`src/hdl/piwc_pkg.sv`:
```
/*
  piwc_pkg: constants and types for the priority interrupt and wake controller.
  Assumes one 100 MHz clock; every other rate comes from enable pulses.
*/
package piwc_pkg;
  // vector count and layout
  localparam int NUM_VEC = 10;
  localparam int NUM_SRC = 22;
  localparam logic [19:0] VEC_BASE = 20'h00003;
  localparam logic [19:0] VEC_STEP = 20'h00008;
  // instruction cycle timing
  localparam int CLK_PERIOD_NS = 10;
  localparam int INSTR_CYCLE_NS = 300;
  localparam int INSTR_CYCLE_CLKS = (INSTR_CYCLE_NS + CLK_PERIOD_NS - 1) / CLK_PERIOD_NS;
  // noise filter time constants, in instruction cycles
  localparam int FILT_SHORT_CYC = 1;
  localparam int FILT_MID_CYC = 32;
  localparam int FILT_LONG_CYC = 128;
  // service levels, ordered by numeric value
  typedef enum logic [1:0] {
    PIWC_LVL_NONE = 2'h0,
    PIWC_LVL_LOW = 2'h1,
    PIWC_LVL_HIGH = 2'h2,
    PIWC_LVL_TOP = 2'h3
  } piwc_lvl_t;
  // sense modes for external inputs
  typedef enum logic [2:0] {
    PIWC_SENSE_RISE = 3'h0,
    PIWC_SENSE_FALL = 3'h1,
    PIWC_SENSE_BOTH = 3'h2,
    PIWC_SENSE_HIGH = 3'h3,
    PIWC_SENSE_LOW = 3'h4
  } piwc_sense_t;
  // filter selection
  typedef enum logic [1:0] {
    PIWC_FILT_1 = 2'h0,
    PIWC_FILT_32 = 2'h1,
    PIWC_FILT_128 = 2'h2
  } piwc_filt_t;
  // standby modes
  typedef enum logic [1:0] {
    PIWC_MODE_RUN = 2'h0,
    PIWC_MODE_HALT = 2'h1,
    PIWC_MODE_HOLD = 2'h2,
    PIWC_MODE_XHOLD = 2'h3
  } piwc_mode_t;
endpackage : piwc_pkg

```
`src/hdl/piwc_sense_if.sv`:
```
/*
  piwc_sense_if: carries one external pin, its sense mode and its event.
  Assumes the sense module and the main controller share ref_clk.
*/
`timescale 1ns/10ps
`default_nettype none
interface piwc_sense_if;
  import piwc_pkg::*;
  logic pin;
  piwc_sense_t mode;
  logic event_hit;
  logic level_now;
  modport ctrl (output pin, output mode, input event_hit, input level_now);
  modport sense (input pin, input mode, output event_hit, output level_now);
endinterface : piwc_sense_if
`default_nettype wire

```
`src/hdl/piwc_sense.sv`:
```
/*
  piwc_sense: optional noise filter and edge or level detection for one pin.
  Assumes the pin is synchronous to ref_clk and tick is one pulse per
  instruction cycle.
*/
`timescale 1ns/10ps
`default_nettype none
module piwc_sense
  import piwc_pkg::*;
#(
  parameter bit HAS_FILTER = 1'b0
)
(
  // clock and reset
  input wire logic ref_clk,
  input wire logic sys_rst,
  // instruction cycle tick and filter choice
  input wire logic tick,
  input wire piwc_filt_t filt_sel,
  // pin side
  piwc_sense_if.sense sif
);
  logic clean_q;
  logic prev_q;
  logic [7:0] cnt_q;
  logic [7:0] limit;

  // filter length in instruction cycles
  always_comb
  begin
    case (filt_sel)
      PIWC_FILT_32: limit = 8'(FILT_MID_CYC);
      PIWC_FILT_128: limit = 8'(FILT_LONG_CYC);
      default: limit = 8'(FILT_SHORT_CYC);
    endcase
  end

  // noise rejection filter
  always_ff @(posedge ref_clk)
  begin
    if (sys_rst)
    begin
      clean_q <= sif.pin; // start at the pin level, no false edge
      cnt_q <= 8'h00;
    end
    else if (!HAS_FILTER)
      clean_q <= sif.pin;
    else if (sif.pin == clean_q)
      cnt_q <= 8'h00;
    else if (tick)
    begin
      if (cnt_q + 8'h01 >= limit)
      begin
        clean_q <= sif.pin;
        cnt_q <= 8'h00;
      end
      else
        cnt_q <= cnt_q + 8'h01;
    end
  end

  // previous value for edge detection
  always_ff @(posedge ref_clk)
  begin
    if (sys_rst)
      prev_q <= sif.pin;
    else
      prev_q <= clean_q;
  end

  // sense decode
  always_comb
  begin
    case (sif.mode)
      PIWC_SENSE_RISE: sif.event_hit = clean_q & ~prev_q;
      PIWC_SENSE_FALL: sif.event_hit = ~clean_q & prev_q;
      PIWC_SENSE_BOTH: sif.event_hit = clean_q ^ prev_q;
      PIWC_SENSE_HIGH: sif.event_hit = clean_q;
      PIWC_SENSE_LOW: sif.event_hit = ~clean_q;
      default: sif.event_hit = 1'b0;
    endcase
  end
  assign sif.level_now = (sif.mode == PIWC_SENSE_LOW) ? ~clean_q : clean_q;

  // filter cover
  filt_seen_c: cover property (@(posedge ref_clk) disable iff (sys_rst)
    HAS_FILTER && $changed(clean_q));
endmodule : piwc_sense
`default_nettype wire

```
`src/hdl/piwc_top.sv`:
```
/*
  piwc_top: three-level priority interrupt controller with wake logic.
  Assumes the core takes a vector on irq_req with irq_ack and signals the
  end of a handler with irq_ret; all inputs are synchronous to ref_clk.
*/
// Behaviour
// three nested levels; block equal or lower
// grant highest level, then smallest vector
// twenty-two sources merged onto ten vectors
// vectors 03H..4BH step eight; level choices
// ext zero, one: edges or levels
// ext two, three, five: edges only
// ext three filtered, 1/32/128 cycles
// halt ends on reset or interrupt
// deep hold stops core, peripherals, oscillators
// deep hold woken by pins, port zero
// crystal hold keeps crystal and base timer
// crystal hold also woken by base timer
// accept raises level; return restores it
// blocked request stays pending until granted
`timescale 1ns/10ps
`default_nettype none
module piwc_top
  import piwc_pkg::*;
(
  // clock and reset
  input wire logic ref_clk,
  input wire logic sys_rst,
  // external interrupt pins
  input wire logic ext_irq_zero,
  input wire logic ext_irq_one,
  input wire logic ext_irq_two,
  input wire logic ext_irq_three,
  input wire logic ext_irq_four,
  input wire logic ext_irq_five,
  // sense and filter configuration
  input wire piwc_sense_t sense_zero,
  input wire piwc_sense_t sense_one,
  input wire piwc_sense_t sense_two,
  input wire piwc_sense_t sense_three,
  input wire piwc_sense_t sense_four,
  input wire piwc_sense_t sense_five,
  input wire piwc_filt_t filt_sel,
  // peripheral event pulses
  input wire logic timer_zero_low_event,
  input wire logic timer_zero_high_event,
  input wire logic base_timer_event,
  input wire logic timer_one_low_event,
  input wire logic timer_one_high_event,
  input wire logic sync_serial_zero,
  input wire logic sync_serial_one,
  input wire logic async_serial_rx,
  input wire logic async_serial_tx,
  input wire logic adc_done_event,
  input wire logic timer_six_event,
  input wire logic timer_seven_event,
  input wire logic port_zero_event,
  input wire logic timer_four_event,
  input wire logic timer_five_event,
  input wire logic pulse_out_zero,
  input wire logic pulse_out_one,
  // per-vector enable and level choice (1 = top/high, 0 = low)
  input wire logic [9:0] vec_enable,
  input wire logic [9:0] vec_level_hi,
  // source flag clears, one per source
  input wire logic [21:0] src_clear,
  // core handshake
  input wire logic irq_ack,
  input wire logic irq_ret,
  // standby control
  input wire piwc_mode_t mode_enter,
  input wire logic mode_enter_stb,
  input wire logic reset_pin_n,
  // outputs
  output logic [21:0] src_flag_q,
  output logic irq_req_q,
  output logic [19:0] irq_vec_q,
  output piwc_lvl_t svc_lvl_q,
  output piwc_mode_t mode_q,
  output logic core_run_q,
  output logic periph_run_q,
  output logic ceramic_oscillator_run_q,
  output logic internal_rc_oscillator_run_q,
  output logic crystal_run_q,
  output logic base_timer_run_q
);
  logic [$clog2(INSTR_CYCLE_CLKS)-1:0] div_q;
  logic tick;
  logic [21:0] src_hit;
  logic [9:0] vec_pend;
  logic [3:0] win_idx;
  piwc_lvl_t win_lvl;
  logic win_any;
  logic [9:0] beat_win;
  logic [3:0] idx_q;
  piwc_lvl_t stk_q [0:2];
  logic [1:0] depth_q;
  logic wake_pins;
  logic crystal_entry_q;
  piwc_sense_if s_if [0:5] ();
  logic [5:0] pins;
  piwc_sense_t modes [0:5];
  logic [5:0] ext_hit;
  logic [5:0] ext_lvl;

  // level assigned to a vector by its configuration
  function automatic piwc_lvl_t vec_lvl(input int v, input logic hi);
    if (!hi)
      return PIWC_LVL_LOW;
    return (v < 2) ? PIWC_LVL_TOP : PIWC_LVL_HIGH;
  endfunction : vec_lvl

  // instruction cycle tick divider
  always_ff @(posedge ref_clk)
  begin
    if (sys_rst)
      div_q <= '0;
    else
      div_q <= (div_q == INSTR_CYCLE_CLKS - 1) ? '0 : div_q + 1'b1;
  end
  assign tick = (div_q == '0);

  // sense channels for the six pins
  assign pins = {ext_irq_five, ext_irq_four, ext_irq_three, ext_irq_two,
                 ext_irq_one, ext_irq_zero};
  assign modes[0] = sense_zero;
  assign modes[1] = sense_one;
  // fold level codes back to edges
  assign modes[2] = (sense_two > PIWC_SENSE_BOTH) ? PIWC_SENSE_RISE : sense_two;
  assign modes[3] = (sense_three > PIWC_SENSE_BOTH) ? PIWC_SENSE_RISE : sense_three;
  assign modes[4] = sense_four;
  assign modes[5] = (sense_five > PIWC_SENSE_BOTH) ? PIWC_SENSE_RISE : sense_five;
  for (genvar g = 0; g < 6; g++)
  begin : g_sense
    assign s_if[g].pin = pins[g];
    // both edges not offered on zero and one
    assign s_if[g].mode = (g < 2 && modes[g] == PIWC_SENSE_BOTH) ? PIWC_SENSE_RISE : modes[g];
    assign ext_hit[g] = s_if[g].event_hit;
    assign ext_lvl[g] = s_if[g].level_now;
    // filter only on ext three
    piwc_sense #(.HAS_FILTER(g == 3)) u_sense (
      .ref_clk(ref_clk),
      .sys_rst(sys_rst),
      .tick(tick),
      .filt_sel(filt_sel),
      .sif(s_if[g])
    );
  end

  // source order grouped by vector
  assign src_hit = {pulse_out_one | pulse_out_zero, timer_five_event, timer_four_event,
                    port_zero_event, timer_seven_event, timer_six_event, adc_done_event,
                    async_serial_tx, sync_serial_one, async_serial_rx, sync_serial_zero,
                    timer_one_high_event, timer_one_low_event, timer_zero_high_event,
                    base_timer_event, ext_hit[5], ext_hit[3], ext_hit[4],
                    timer_zero_low_event, ext_hit[2], ext_hit[1], ext_hit[0]};

  // sticky flags, set wins over clear
  always_ff @(posedge ref_clk)
  begin
    if (sys_rst)
      src_flag_q <= 22'h000000;
    else
      src_flag_q <= (src_flag_q & ~src_clear) | src_hit;
  end

  // merge flags onto vectors
  assign vec_pend = vec_enable & {|src_flag_q[21:18], |src_flag_q[17:15],
                    |src_flag_q[14:13], |src_flag_q[12:11], |src_flag_q[10:9],
                    src_flag_q[8], |src_flag_q[7:5], |src_flag_q[4:2],
                    src_flag_q[1], src_flag_q[0]};

  // arbitration: highest level, then smallest vector
  always_comb
  begin
    win_any = 1'b0;
    win_idx = 4'h0;
    win_lvl = PIWC_LVL_NONE;
    beat_win = 10'h000;
    for (int v = NUM_VEC - 1; v >= 0; v--)
    begin
      if (vec_pend[v] && vec_lvl(v, vec_level_hi[v]) >= win_lvl)
      begin
        win_any = 1'b1;
        win_idx = 4'(v);
        win_lvl = vec_lvl(v, vec_level_hi[v]);
      end
    end
    // pending vectors that ought to have beaten the winner, for the check
    for (int v = 0; v < NUM_VEC; v++)
      beat_win[v] = vec_pend[v] && (vec_lvl(v, vec_level_hi[v]) > win_lvl ||
                    vec_lvl(v, vec_level_hi[v]) == win_lvl && 4'(v) < win_idx);
  end

  // offer only above current level; R04 vector address
  always_ff @(posedge ref_clk)
  begin
    if (sys_rst)
    begin
      irq_req_q <= 1'b0;
      irq_vec_q <= 20'h00000;
      idx_q <= 4'h0;
    end
    else if (irq_req_q && irq_ack)
      irq_req_q <= 1'b0;
    else if (core_run_q || !irq_req_q)
    begin
      irq_req_q <= win_any && win_lvl > svc_lvl_q;
      irq_vec_q <= VEC_BASE + VEC_STEP * 20'(win_idx);
      idx_q <= win_idx;
    end
  end

  // level stack: push on accept, pop on return
  always_ff @(posedge ref_clk)
  begin
    if (sys_rst)
    begin
      svc_lvl_q <= PIWC_LVL_NONE;
      depth_q <= 2'h0;
      for (int i = 0; i < 3; i++)
        stk_q[i] <= PIWC_LVL_NONE;
    end
    else if (irq_req_q && irq_ack)
    begin
      stk_q[depth_q] <= svc_lvl_q;
      depth_q <= depth_q + 2'h1;
      svc_lvl_q <= vec_lvl(int'(idx_q), vec_level_hi[idx_q]);
    end
    else if (irq_ret && depth_q != 2'h0)
    begin
      svc_lvl_q <= stk_q[depth_q - 2'h1];
      depth_q <= depth_q - 2'h1;
    end
  end

  // wake pins (ext zero, one, two, four, five)
  assign wake_pins = |(ext_hit & 6'h37) | ext_lvl[0] & (sense_zero >= PIWC_SENSE_HIGH)
                   | ext_lvl[1] & (sense_one >= PIWC_SENSE_HIGH);

  // standby mode sequencing
  always_ff @(posedge ref_clk)
  begin
    if (sys_rst || !reset_pin_n)
      mode_q <= PIWC_MODE_RUN;
    else
    begin
      case (mode_q)
        PIWC_MODE_RUN:
          if (mode_enter_stb)
            mode_q <= mode_enter;
        // halt ends on any interrupt
        PIWC_MODE_HALT:
          if (|src_hit)
            mode_q <= PIWC_MODE_RUN;
        // deep hold wake paths
        PIWC_MODE_HOLD:
          if (wake_pins || port_zero_event)
            mode_q <= PIWC_MODE_RUN;
        // crystal hold adds base timer
        PIWC_MODE_XHOLD:
          if (wake_pins || port_zero_event || base_timer_event)
            mode_q <= PIWC_MODE_RUN;
        default:
          mode_q <= PIWC_MODE_RUN;
      endcase
    end
  end

  // run controls registered from the current mode
  always_ff @(posedge ref_clk)
  begin
    if (sys_rst)
    begin
      core_run_q <= 1'b1;
      periph_run_q <= 1'b1;
      ceramic_oscillator_run_q <= 1'b1;
      internal_rc_oscillator_run_q <= 1'b1;
      crystal_run_q <= 1'b1;
      base_timer_run_q <= 1'b1;
      crystal_entry_q <= 1'b1;
    end
    else
    begin
      core_run_q <= (mode_q == PIWC_MODE_RUN);
      periph_run_q <= (mode_q == PIWC_MODE_RUN) || (mode_q == PIWC_MODE_HALT);
      ceramic_oscillator_run_q <= (mode_q == PIWC_MODE_RUN) || (mode_q == PIWC_MODE_HALT);
      internal_rc_oscillator_run_q <= (mode_q == PIWC_MODE_RUN) || (mode_q == PIWC_MODE_HALT);
      base_timer_run_q <= (mode_q != PIWC_MODE_HOLD);
      if (mode_q != PIWC_MODE_XHOLD)
        crystal_entry_q <= (mode_q != PIWC_MODE_HOLD);
      // crystal keeps state held on entry
      crystal_run_q <= (mode_q == PIWC_MODE_XHOLD) ? crystal_entry_q
                     : (mode_q != PIWC_MODE_HOLD);
    end
  end

  // checks
  no_equal_offer_a: assert property (@(posedge ref_clk) disable iff (sys_rst)
    $rose(irq_req_q) |-> win_lvl > svc_lvl_q || $past(win_lvl) > $past(svc_lvl_q))
    else $error("request offered at or below service level");
  vec_range_a: assert property (@(posedge ref_clk) disable iff (sys_rst)
    irq_req_q |-> irq_vec_q >= 20'h00003 && irq_vec_q <= 20'h0004B && irq_vec_q[2:0] == 3'h3)
    else $error("vector out of range");
  prio_pick_a: assert property (@(posedge ref_clk) disable iff (sys_rst)
    win_any |-> vec_pend[win_idx] && beat_win == 10'h000)
    else $error("winner not pending");
  flag_sticky_a: assert property (@(posedge ref_clk) disable iff (sys_rst)
    src_flag_q[9] && !src_clear[9] |=> src_flag_q[9])
    else $error("pending flag lost");
  flag_set_a: assert property (@(posedge ref_clk) disable iff (sys_rst)
    src_hit[12] |=> src_flag_q[12] && vec_pend[6] == vec_enable[6])
    else $error("source did not raise its vector");
  level_raise_a: assert property (@(posedge ref_clk) disable iff (sys_rst)
    irq_req_q && irq_ack |=> svc_lvl_q > $past(svc_lvl_q))
    else $error("service level not raised");
  level_pop_a: assert property (@(posedge ref_clk) disable iff (sys_rst)
    irq_ret && !(irq_req_q && irq_ack) && depth_q == 2'h1 |=> svc_lvl_q == PIWC_LVL_NONE)
    else $error("level not restored");
  hold_osc_a: assert property (@(posedge ref_clk) disable iff (sys_rst)
    mode_q == PIWC_MODE_HOLD |=> !ceramic_oscillator_run_q && !crystal_run_q && !core_run_q)
    else $error("oscillators run in deep hold");
  xhold_wake_a: assert property (@(posedge ref_clk) disable iff (sys_rst)
    mode_q == PIWC_MODE_XHOLD && base_timer_event && reset_pin_n |=> mode_q == PIWC_MODE_RUN)
    else $error("base timer failed to wake");
  halt_wake_a: assert property (@(posedge ref_clk) disable iff (sys_rst)
    mode_q == PIWC_MODE_HALT && |src_hit |=> mode_q == PIWC_MODE_RUN ##1 core_run_q)
    else $error("halt not ended by interrupt");
  nest_c: cover property (@(posedge ref_clk) depth_q == 2'h2);
  hold_wake_c: cover property (@(posedge ref_clk) mode_q == PIWC_MODE_HOLD ##1 mode_q == PIWC_MODE_RUN);
  blocked_c: cover property (@(posedge ref_clk) win_any && win_lvl <= svc_lvl_q ##[1:50] irq_req_q);
endmodule : piwc_top
`default_nettype wire

```
`config.mk`:
```
export PLATFORM = sky130hd
export DESIGN_NAME = piwc_top
export DESIGN_NICKNAME = d
export VERILOG_FILES = /design/src/hdl/piwc_pkg.sv /design/src/hdl/piwc_sense_if.sv /design/src/hdl/piwc_sense.sv /design/src/hdl/piwc_top.sv
export SDC_FILE = /design/constraint.sdc
export NUM_CORES = 1
export LEC_CHECK = 0
export BUFFER_PORTS_ARGS = -buffer_cell sky130_fd_sc_hd__buf_2
export CAP_MARGIN = 20
export CORE_MARGIN = 8
export CORE_UTILIZATION = 40
export DETAILED_ROUTE_END_ITERATION = 12
export PLACE_DENSITY = 0.72
export SLEW_MARGIN = 20
export SYNTH_ARGS = -nofsm -noshare
export SYNTH_HDL_FRONTEND = slang
export SYNTH_SLANG_ARGS = --single-unit
```
`constraint.sdc`:
```
create_clock -name ref_clk -period 21.5 [get_ports ref_clk]
set_input_delay 3.225 -clock ref_clk [delete_from_list [all_inputs] [get_ports ref_clk]]
set_output_delay 3.225 -clock ref_clk [all_outputs]
set_load 0.05 [all_outputs]
```
---- Word level (Yosys, flattened, before mapping) ----
Memories as Yosys holds them, arrays and structs flattened.
Index checks and enable logic that the tools add are counted.
cells by class
  bitwise gates (word level) .............. 40
  equal/unequal tests ..................... 40
  reduce and logical (&&, ||, !) cells .... 48
  $lt $le $gt $ge ......................... 19
  muxes and demuxes ....................... 131
  $add $sub $neg .......................... 5
operator list
  kind                                                                  number
  2-bit 2-to-1 mux                                                      52
  1-bit 2-to-1 mux                                                      54
  3-bit by 2-bit == test with 1-bit output, second input constant       14
  4-bit 2-to-1 mux                                                      10
  1-bit case mux with 5 select lines                                    6
  22-bit bitwise AND                                                    1
  22-bit inverter                                                       1
  22-bit bitwise OR                                                     1
  22-bit OR reduction                                                   1
  3-bit by 1-bit == test with 1-bit output, second input constant       6
  3-bit == test, second input constant                                  6
  2-bit >= comparator                                                   9
  3-bit logical NOT                                                     6
  8-bit case mux with 2 select lines                                    1
  3-bit 2-to-1 mux                                                      5
  1-bit bitwise AND                                                     14
  2-bit inequality test, second input constant                          7
  2-bit OR reduction                                                    7
  1-bit logical AND                                                     13
  1-bit inverter                                                        13
  10-bit bitwise AND                                                    1
  3-bit by 2-bit > comparator with 1-bit output, second input constant  3
  3-bit OR reduction                                                    3
  2-bit by 7-bit adder with 8-bit output, first input constant          1
  29 further kinds                                                      48
word-level totals
  memories ................................ 1
  word-level logic and storage cells ...... 310
  RAM bits ................................ 6
  register bits ........................... 83
  input port bits ......................... 93
  output and inout bits ................... 53
memories
  memory  words  bits a word  read ports  clocked after Yosys merged registers in  write ports  line            source
  stk_q   3      2            1           0                                        3            piwc_top.sv:96  piwc_lvl_t stk_q [0:2];

---- Depth between registers and ports, before layout ----
Gate-level depths: netlist of the first run.
  word-level depth ........................ 53
  depth in mapped cells ................... 47
  depth with buffers taken out ............ 47

---- Cells and area by module ----
A second synthesis of the first run with hierarchy kept.
unflattened totals
  cells, all modules ...................... 531
  area, all modules ....................... 4595.7 um^2
by module, submodules not included
  module                               instances  seq. area each (um^2)  cells each  area an instance (um^2)
  piwc_top                             1          1121.1                 375         3161.8
  piwc_sense (g_sense[3].u_sense)      1          210.2                  86          758.2
  piwc_sense (g_sense[0].u_sense ...)  5          40.0                   14          135.1

---- Least setup slack after synthesis of the first run ----
Ideal clock, no wire load.
  kind .................................... input -> register
  from .................................... in vec_enable[9]
  to ...................................... reg irq_req_q
  data required time ...................... 21.414 ns
  path slack .............................. 10.159 ns
  cell stages on the path ................. 44
  setup time .............................. 0.086 ns
  buffers on the path ..................... 0
  arrival time ............................ 11.255 ns
  cell sequence ........................... nand2_2 nor2_2 ha_1 nand2b_1 a21o_1 and3_1 mux2i_1 ha_1 nand2b_1 and4b_1 o311ai_4 inv_1 ha_1 nand2b_1 a32o_1 o21ai_2 ha_1 nor2b_1 [8 not listed] ha_1 nand2b_1 a21oi_1 nor2_1 o21a_1 ha_1 nand2b_1 a21o_1 a2111oi_2 nor3_1 o21ai_1 a22o_1 a2111oi_4 ha_1 nand2_1 o21ai_0 a31o_2 a211oi_1
between the ends
  word-level cells in the longest chain between the ends .. 32
  elaborated cells between the ends (all ways) .. 42
  those cells by class .................... order compare: 10; mux: 20; bitwise: 1; reduce/logical: 11
ends and longest elaborated chain
  element                 line             source
  start: declaration      piwc_top.sv:63   input wire logic [9:0] vec_enable,
  10-bit bitwise AND *    piwc_top.sv:168  assign vec_pend = vec_enable & {|src_flag_q[21:18], |src_flag_q[17:15],
  1-bit logical AND *     piwc_top.sv:182  if (vec_pend[v] && vec_lvl(v, vec_level_hi[v]) >= win_lvl)
  2-bit 2-to-1 mux        piwc_top.sv:182
  2-bit >= comparator     piwc_top.sv:182
  1-bit logical AND       piwc_top.sv:182
  2-bit 2-to-1 mux        piwc_top.sv:182
  2-bit >= comparator     piwc_top.sv:182
  1-bit logical AND       piwc_top.sv:182
  [16 not listed]         --
  2-bit >= comparator     piwc_top.sv:182
  1-bit logical AND       piwc_top.sv:182
  2-bit 2-to-1 mux        piwc_top.sv:182
  2-bit >= comparator     piwc_top.sv:182
  1-bit logical AND       piwc_top.sv:182
  2-bit 2-to-1 mux        piwc_top.sv:182
  2-bit > comparator      piwc_top.sv:208  irq_req_q <= win_any && win_lvl > svc_lvl_q;
  1-bit logical AND *     piwc_top.sv:208
  end signal: assignment  piwc_top.sv:208
  end: declaration        piwc_top.sv:76   output logic irq_req_q,
Mark *: on every way between the ends. The rest lies on a longest branch, timed or not.
A chain may end at the register's enable or synchronous reset.

---- Worst setup path in the final report of the first run ----
Same ends and word-level chain as after synthesis.

==> reports/qor.yml, run 1 <==
global_routing:
  grt_max_degree: 56
  antenna_found_initial: 0
  grt_pass1_wl_mm: 20.8
  grtUsageTotal_pct: 17.2
  grt_overflow_total: 0
  grt_pass1_vias: 4316
synthesis:
  syn_avg_cell_area_um2: 8.54
  yosys.area_share.xor_xnor_pct: 1.76
  yosysTopAreaCellShare_pct: 28.2
  synth-adder-area-share_pct: 10.8
  synth.top_cells.by_area: "dfxtp_1 (28%), ha_1 (10%), edfxtp_1 (6.0%)"
  synth_edf_count: 9
  synth.distinct_cells: 64
  synth-simple-area-share_pct: 20.8
  ys_warn_count: 0
  synth-compound-area-share_pct: 20.3
  yosys.area.top_type: "dfxtp_1"
  synth_area_um2: 4470
  synth_top_family_by_area: "simple AND/OR/NAND/NOR gates"
  synthFlopType: "dfxtp_1"
  muxShareOfSynthArea_pct: 4.31
  synthCells: 524
  synth-seq-cells: 72
  async_flop_share_pct: 0
  ys_top_cells_by_count: "dfxtp_1 (63), nor2_1 (52), inv_1 (49)"
  yosysSeqAreaShare_pct: 34.2
  synth.most_common_cell: "dfxtp_1"
routing:
  drtIter0Drc: 324
  viasPerCell: 5.34
  antenna_left: 0
  wirelength_mm: 12.5
  drc: 0
  firstDrtPassIters: 4
  post_drt_wl_per_cell_um: 15.6
  vias: 4269
critical_path:
  ff2ff_path_depth: 45
  cpPeakStageDelay_ns: 0.66
  arrival_ns: 12.39
  cp_slowest_cell: "a2111oi_2"
  required_ns: 21.77
  cp_max_fo: 6
  endpoint: "irq_req_q$_SDFFE_PP0N_"
  r2r_start: "src_flag_q[19]$_SDFF_PP0_"
  r2r_slack_ns: 11.52
  end_kind: "flip-flop"
  crit_start: "vec_enable[9]"
  cpMostUsedCell: "ha_1"
  rr_endpoint: "irq_req_q$_SDFFE_PP0N_"
  start_kind: "input pin"
  worstSetupPathType: "input pin to flip-flop"
timing:
  rsz0062_at_grt: "no"
  hold_viol_final: 0
  clock_skew_ns: 0.00788
  period_needed_ns: 12.12
  worst_pin_slew_ns: 0.663
  finalSetupViolCount: 0
  finalSetupTns_ns: 0
  report.final.slew_viol_count: 0
  min_period_over_period_pct: 56.4
  slew-limit-headroom_pct: 55.4
  fmax_ghz: 0.0825
  whs_ns: 0.450
finish:
  nNetsFinal: 785
  ff_latch_area_um2: 1530
  final_util_pct: 49.6
  fillers: 1062
  multi_input_area_um2: 2650
  drive_gt1_share_pct: 25.2
  insertedDiodeCount: 0
  area_growth_pct: 20.7
outcome:
  status: "finished clean"
die:
  initial_core_util_pct: 41.1
  coreArea_um2: 10900
  die_h_um: 122
  std_cell_rows: 38
  die-area_um2: 14800
  fp.dieW_um: 122
  ios: 146
placed_design:
  portBuffers: 131
  dpl.hpwl_mm: 10.1
  gp_congestion: 0.997
pwr:
  p_total_mw: 0.414
  power.density_nw_per_um2: 76.7
  ir_drop_uv: 48.5
  p_leak_nw: 2.55
clock_network:
  cts_buffer_depth: 2
  htreeDepth: 3
  cts_setup_buffers: 0
  clk_pin_slew_worst_paths_ns: 0.08
  cts_tree: "built"
  postCtsHoldBufs: 0
  cts_num_sinks: 72
  worst_skew_pair.late_latency_ns: 0.35
  numCtsBuffers: 9
  root_buffer: "clkbuf_8"
  ctsResizeCount: 0
min_path:
  min_path_type: "flip-flop to flip-flop"
flow_run:
  max_cap_viol_count: 0
-- sequential cells by signal (all words and copies together) (netlist names) --
name	flops
crystal_run_q	1
g_sense.u_sense.cnt_q	8
stk_q	8
irq_req_q	1
g_sense.u_sense.clean_q	6
base_timer_run_q	1
g_sense.u_sense.prev_q	6
depth_q	2
idx_q	4
irq_vec_q	1
svc_lvl_q	2
src_flag_q	22
div_q	5
mode_q	2
crystal_entry_q	1
internal_rc_oscillator_run_q	1
core_run_q	1
-- area by class of cell --
| cell class | instances | area share [%] |
|---|---|---|
| inverter | 49 | 3.41 |
| tap | 140 | 3.24 |
| sequential | 72 | 28.4 |
| clock buffer | 13 | 3.13 |
| clock inverter | 3 | 0.440 |
| multi-input combinational | 390 | 49.0 |
| timing repair buffer | 133 | 12.4 |
-- logic make-up after synthesis --
kind of cell,after synthesis
buffers and inverters,75
multiplexers,13
other,1
adder cells (fa/ha/maj),39
AND/OR/NAND/NOR,183
flip-flops,72
AO/OA/AOI/OAI,132
XOR/XNOR,9
-- metal layers --
layer	up-vias	global-route usage (%)	routed length [um]
met5	-	0	0
met4	0	6.55	253
met3	24	4.35	886
met2	126	30.6	6320
met1	2011	19.4	5050
li1	2108	-	-
-- power by group --
part           internal (mW)  leakage [nW]  switching (mW)  total (mW)
sequential             0.149         0.612          0.0142       0.163
combinational         0.0540          1.84          0.0928       0.147
clock                 0.0519         0.100          0.0522       0.104
total                  0.255          2.55           0.159       0.414
-- cells in the final DEF (no fill, tap or decap), types with 14 or more instances in the layout --
cell	instances
buf_2	131
dfxtp_1	63
nor2_1	52
inv_1	49
a21oi_1	44
ha_1	37
nand2_1	28
nand3_1	20
o21ai_0	19
nand2b_1	17
nor3_1	16
conb_1	14
-- how the worst min path moves through the flow --
stage,end,start,depth (start not counted)
2_1_floorplan,crystal_entry_q$_SDFFE_PP1N_,crystal_entry_q$_SDFFE_PP1N_,1
3_3_place_gp,crystal_run_q$_SDFF_PP1_,crystal_entry_q$_SDFFE_PP1N_,1
3_5_place_dp,crystal_entry_q$_SDFFE_PP1N_,crystal_entry_q$_SDFFE_PP1N_,1
4_1_cts,crystal_entry_q$_SDFFE_PP1N_,crystal_entry_q$_SDFFE_PP1N_,1
5_1_grt,crystal_entry_q$_SDFFE_PP1N_,crystal_entry_q$_SDFFE_PP1N_,1
6_report,crystal_entry_q$_SDFFE_PP1N_,crystal_entry_q$_SDFFE_PP1N_,1
-- worst max-delay path, delay by kind of cell --
kind | cells | cell delay, ns
AOI/OAI and AO/OA | 16 | 3.71
and+or+nand+nor | 18 | 2.90
adders and majority gates | 8 | 2.17
muxes | 1 | 0.20
buffers and inverters | 2 | 0.18
-- stage by stage --
step	std cells	cell area, um2	setup WS (ns)
2_1_floorplan	537	4520	10.16
3_3_place_gp	784	5210	9.64
3_5_place_dp	784	5210	9.08
4_1_cts	800	5400	9.43
5_1_grt	800	5400	8.61
6_report	800	5400	9.38
Power figures use the tool's default switching activity.
==> run 2: changes to the inputs <==
- PLACE_DENSITY: 0.72 -> 0.75
- clock period: 21.5 -> 10.74 ns (I/O delays scaled with it)
==> reports/qor.yml, run 2 (same netlist as run 1, synthesis figures left out) <==
outcome:
  status: "finished clean"
pwr:
  combPwrFrac_pct: 34.8
  p_leak_nw: 2.56
  p_int_mw: 0.527
  p_switching_mw: 0.323
  ir_drop_uv: 126
  power_frac_seq_pct: 38.4
  pwr-share-clk_pct: 26.8
  power.density_nw_per_um2: 157
  p_sw_share_pct: 38.0
finish:
  insertedDiodeCount: 0
  instances_no_fill: 799
  final_util_pct: 49.9
  fillers: 1029
  ff_latch_area_um2: 1530
  layout_commonest_cell: "buf_2"
  post-route-cell-area_um2: 5430
  top_register: "src_flag_q"
  area_growth_pct: 21.4
  mostFrequentLayoutCells: "buf_2 (131), dfxtp_1 (63), nor2_1 (52)"
  drive_gt1_share_pct: 25.5
  nNetsFinal: 784
  largest_register_ffs: 22
  reg.largest.list: "src_flag_q (22), g_sense.u_sense.cnt_q (8), stk_q (8)"
  multi_input_area_um2: 2670
timing:
  min_period_over_period_pct: 94.1
  finalSetupTns_ns: 0
  worst_pin_slew_ns: 0.659
  report.final.slew_viol_count: 0
  finalSetupViolCount: 0
  clock_skew_ns: 0.00933
  slew-limit-headroom_pct: 55.7
  rsz0062_at_grt: "no"
  hold_viol_final: 0
  period_needed_ns: 10.10
  fmax_ghz: 0.0990
  whs_ns: 0.462
die:
  initial_core_util_pct: 41.1
  std_cell_rows: 38
  ios: 146
  coreArea_um2: 10900
  fp.dieW_um: 122
  die_h_um: 122
  die-area_um2: 14800
clock_network:
  htreeDepth: 3
  cts_num_sinks: 72
  cts_setup_buffers: 0
  cts_buffer_depth: 2
  worst_skew_pair.late_latency_ns: 0.35
  numCtsBuffers: 9
  cts_tree: "built"
  root_buffer: "clkbuf_8"
  clk_pin_slew_worst_paths_ns: 0.08
critical_path:
  worstSetupPathType: "input pin to flip-flop"
  cp_slowest_cell: "a2111oi_4"
  cp_max_fo: 6
  cpMostUsedCell: "ha_1"
  required_ns: 11.01
  cpPeakStageDelay_ns: 0.46
  end_kind: "flip-flop"
  start_kind: "input pin"
  arrival_ns: 10.38
routing:
  post_drt_wl_per_cell_um: 15.7
  antenna_left: 0
  drc: 0
  vias: 4235
  wirelength_mm: 12.5
  drtIter0Drc: 346
  viasPerCell: 5.30
  firstDrtPassIters: 5
placed_design:
  portBuffers: 131
  place_area_um2: 5200
  dpl.hpwl_mm: 10.2
  dp.cells: 783
  gp_congestion: 0.955
min_path:
  min_path_type: "flip-flop to flip-flop"
global_routing:
  antenna_found_initial: 0
  grt_pass1_vias: 4226
  grtUsageTotal_pct: 17.0
  grt_overflow_total: 0
  grt_pass1_wl_mm: 20.3
  grt_max_degree: 56
flow_run:
  max_cap_viol_count: 0
[run 2: path summary, 6_finish.rpt]
path / from / end / slack [ns] / cells past startpoint
worst max register to register: src_flag_q[19]$_SDFF_PP0_ / irq_req_q$_SDFFE_PP0N_ / 1.14 / 45
worst max-delay path: vec_enable[9] / irq_req_q$_SDFFE_PP0N_ / 0.64 / 45
worst min-delay path: crystal_entry_q$_SDFFE_PP1N_ / crystal_entry_q$_SDFFE_PP1N_ / 0.46 / 1
worst min register to register: crystal_entry_q$_SDFFE_PP1N_ / crystal_entry_q$_SDFFE_PP1N_ / 0.46 / 1
[run 2: what timing repair did]
action                                  CTS  global route
hold buffers                              0             0
resized for setup                         0             3
endpoints found under the setup margin    0             1
endpoints found under the hold margin     0             0
[run 2: metrics by stage]
stage | power (mW) | setup WS, ns
detailed placement | 0.625 | 0.0458
CTS | 0.857 | 0.424
floorplan | 0.546 | 1.01
finish | 0.850 | 0.636
global route | 0.900 | 0.000822
global placement | 0.614 | 0.519
[run 2: cell type report]
class	count	share of cell area [%]
Multi-Input combinational cell	390	49.2
Sequential cell	72	28.2
Timing Repair Buffer	132	12.2
Inverter	49	3.39
Tap cell	140	3.23
Clock buffer	11	2.81
Clock inverter	5	0.991
[run 2: power by group through the flow]
stage	registers, mW	clock network (mW)	logic, mW
2_1_floorplan	0.375	0	0.170
3_3_place_gp	0.331	0	0.283
3_5_place_dp	0.333	0	0.292
4_1_cts	0.326	0.237	0.294
5_1_grt	0.331	0.246	0.323
6_report	0.326	0.228	0.296
[run 2: routing by layer]
metal / vias up / GRT usage [%] / part of all wire (%)
met1: 1979 / 19.5 / 42
li1: 2101 / - / -
met5: - / 0 / 0
met3: 22 / 4.49 / 6.5
met4: 0 / 6.32 / 1.8
met2: 133 / 29.6 / 50
[run 2: worst max-delay path: cells and delay by family]
kind / cells / cell delay (ns)
multiplexers: 1 / 0.19
AO/OA/AOI/OAI: 17 / 3.68
buffers and inverters: 2 / 0.19
adder cells (fa/ha/maj): 8 / 2.15
AND/OR/NAND/NOR: 17 / 2.57
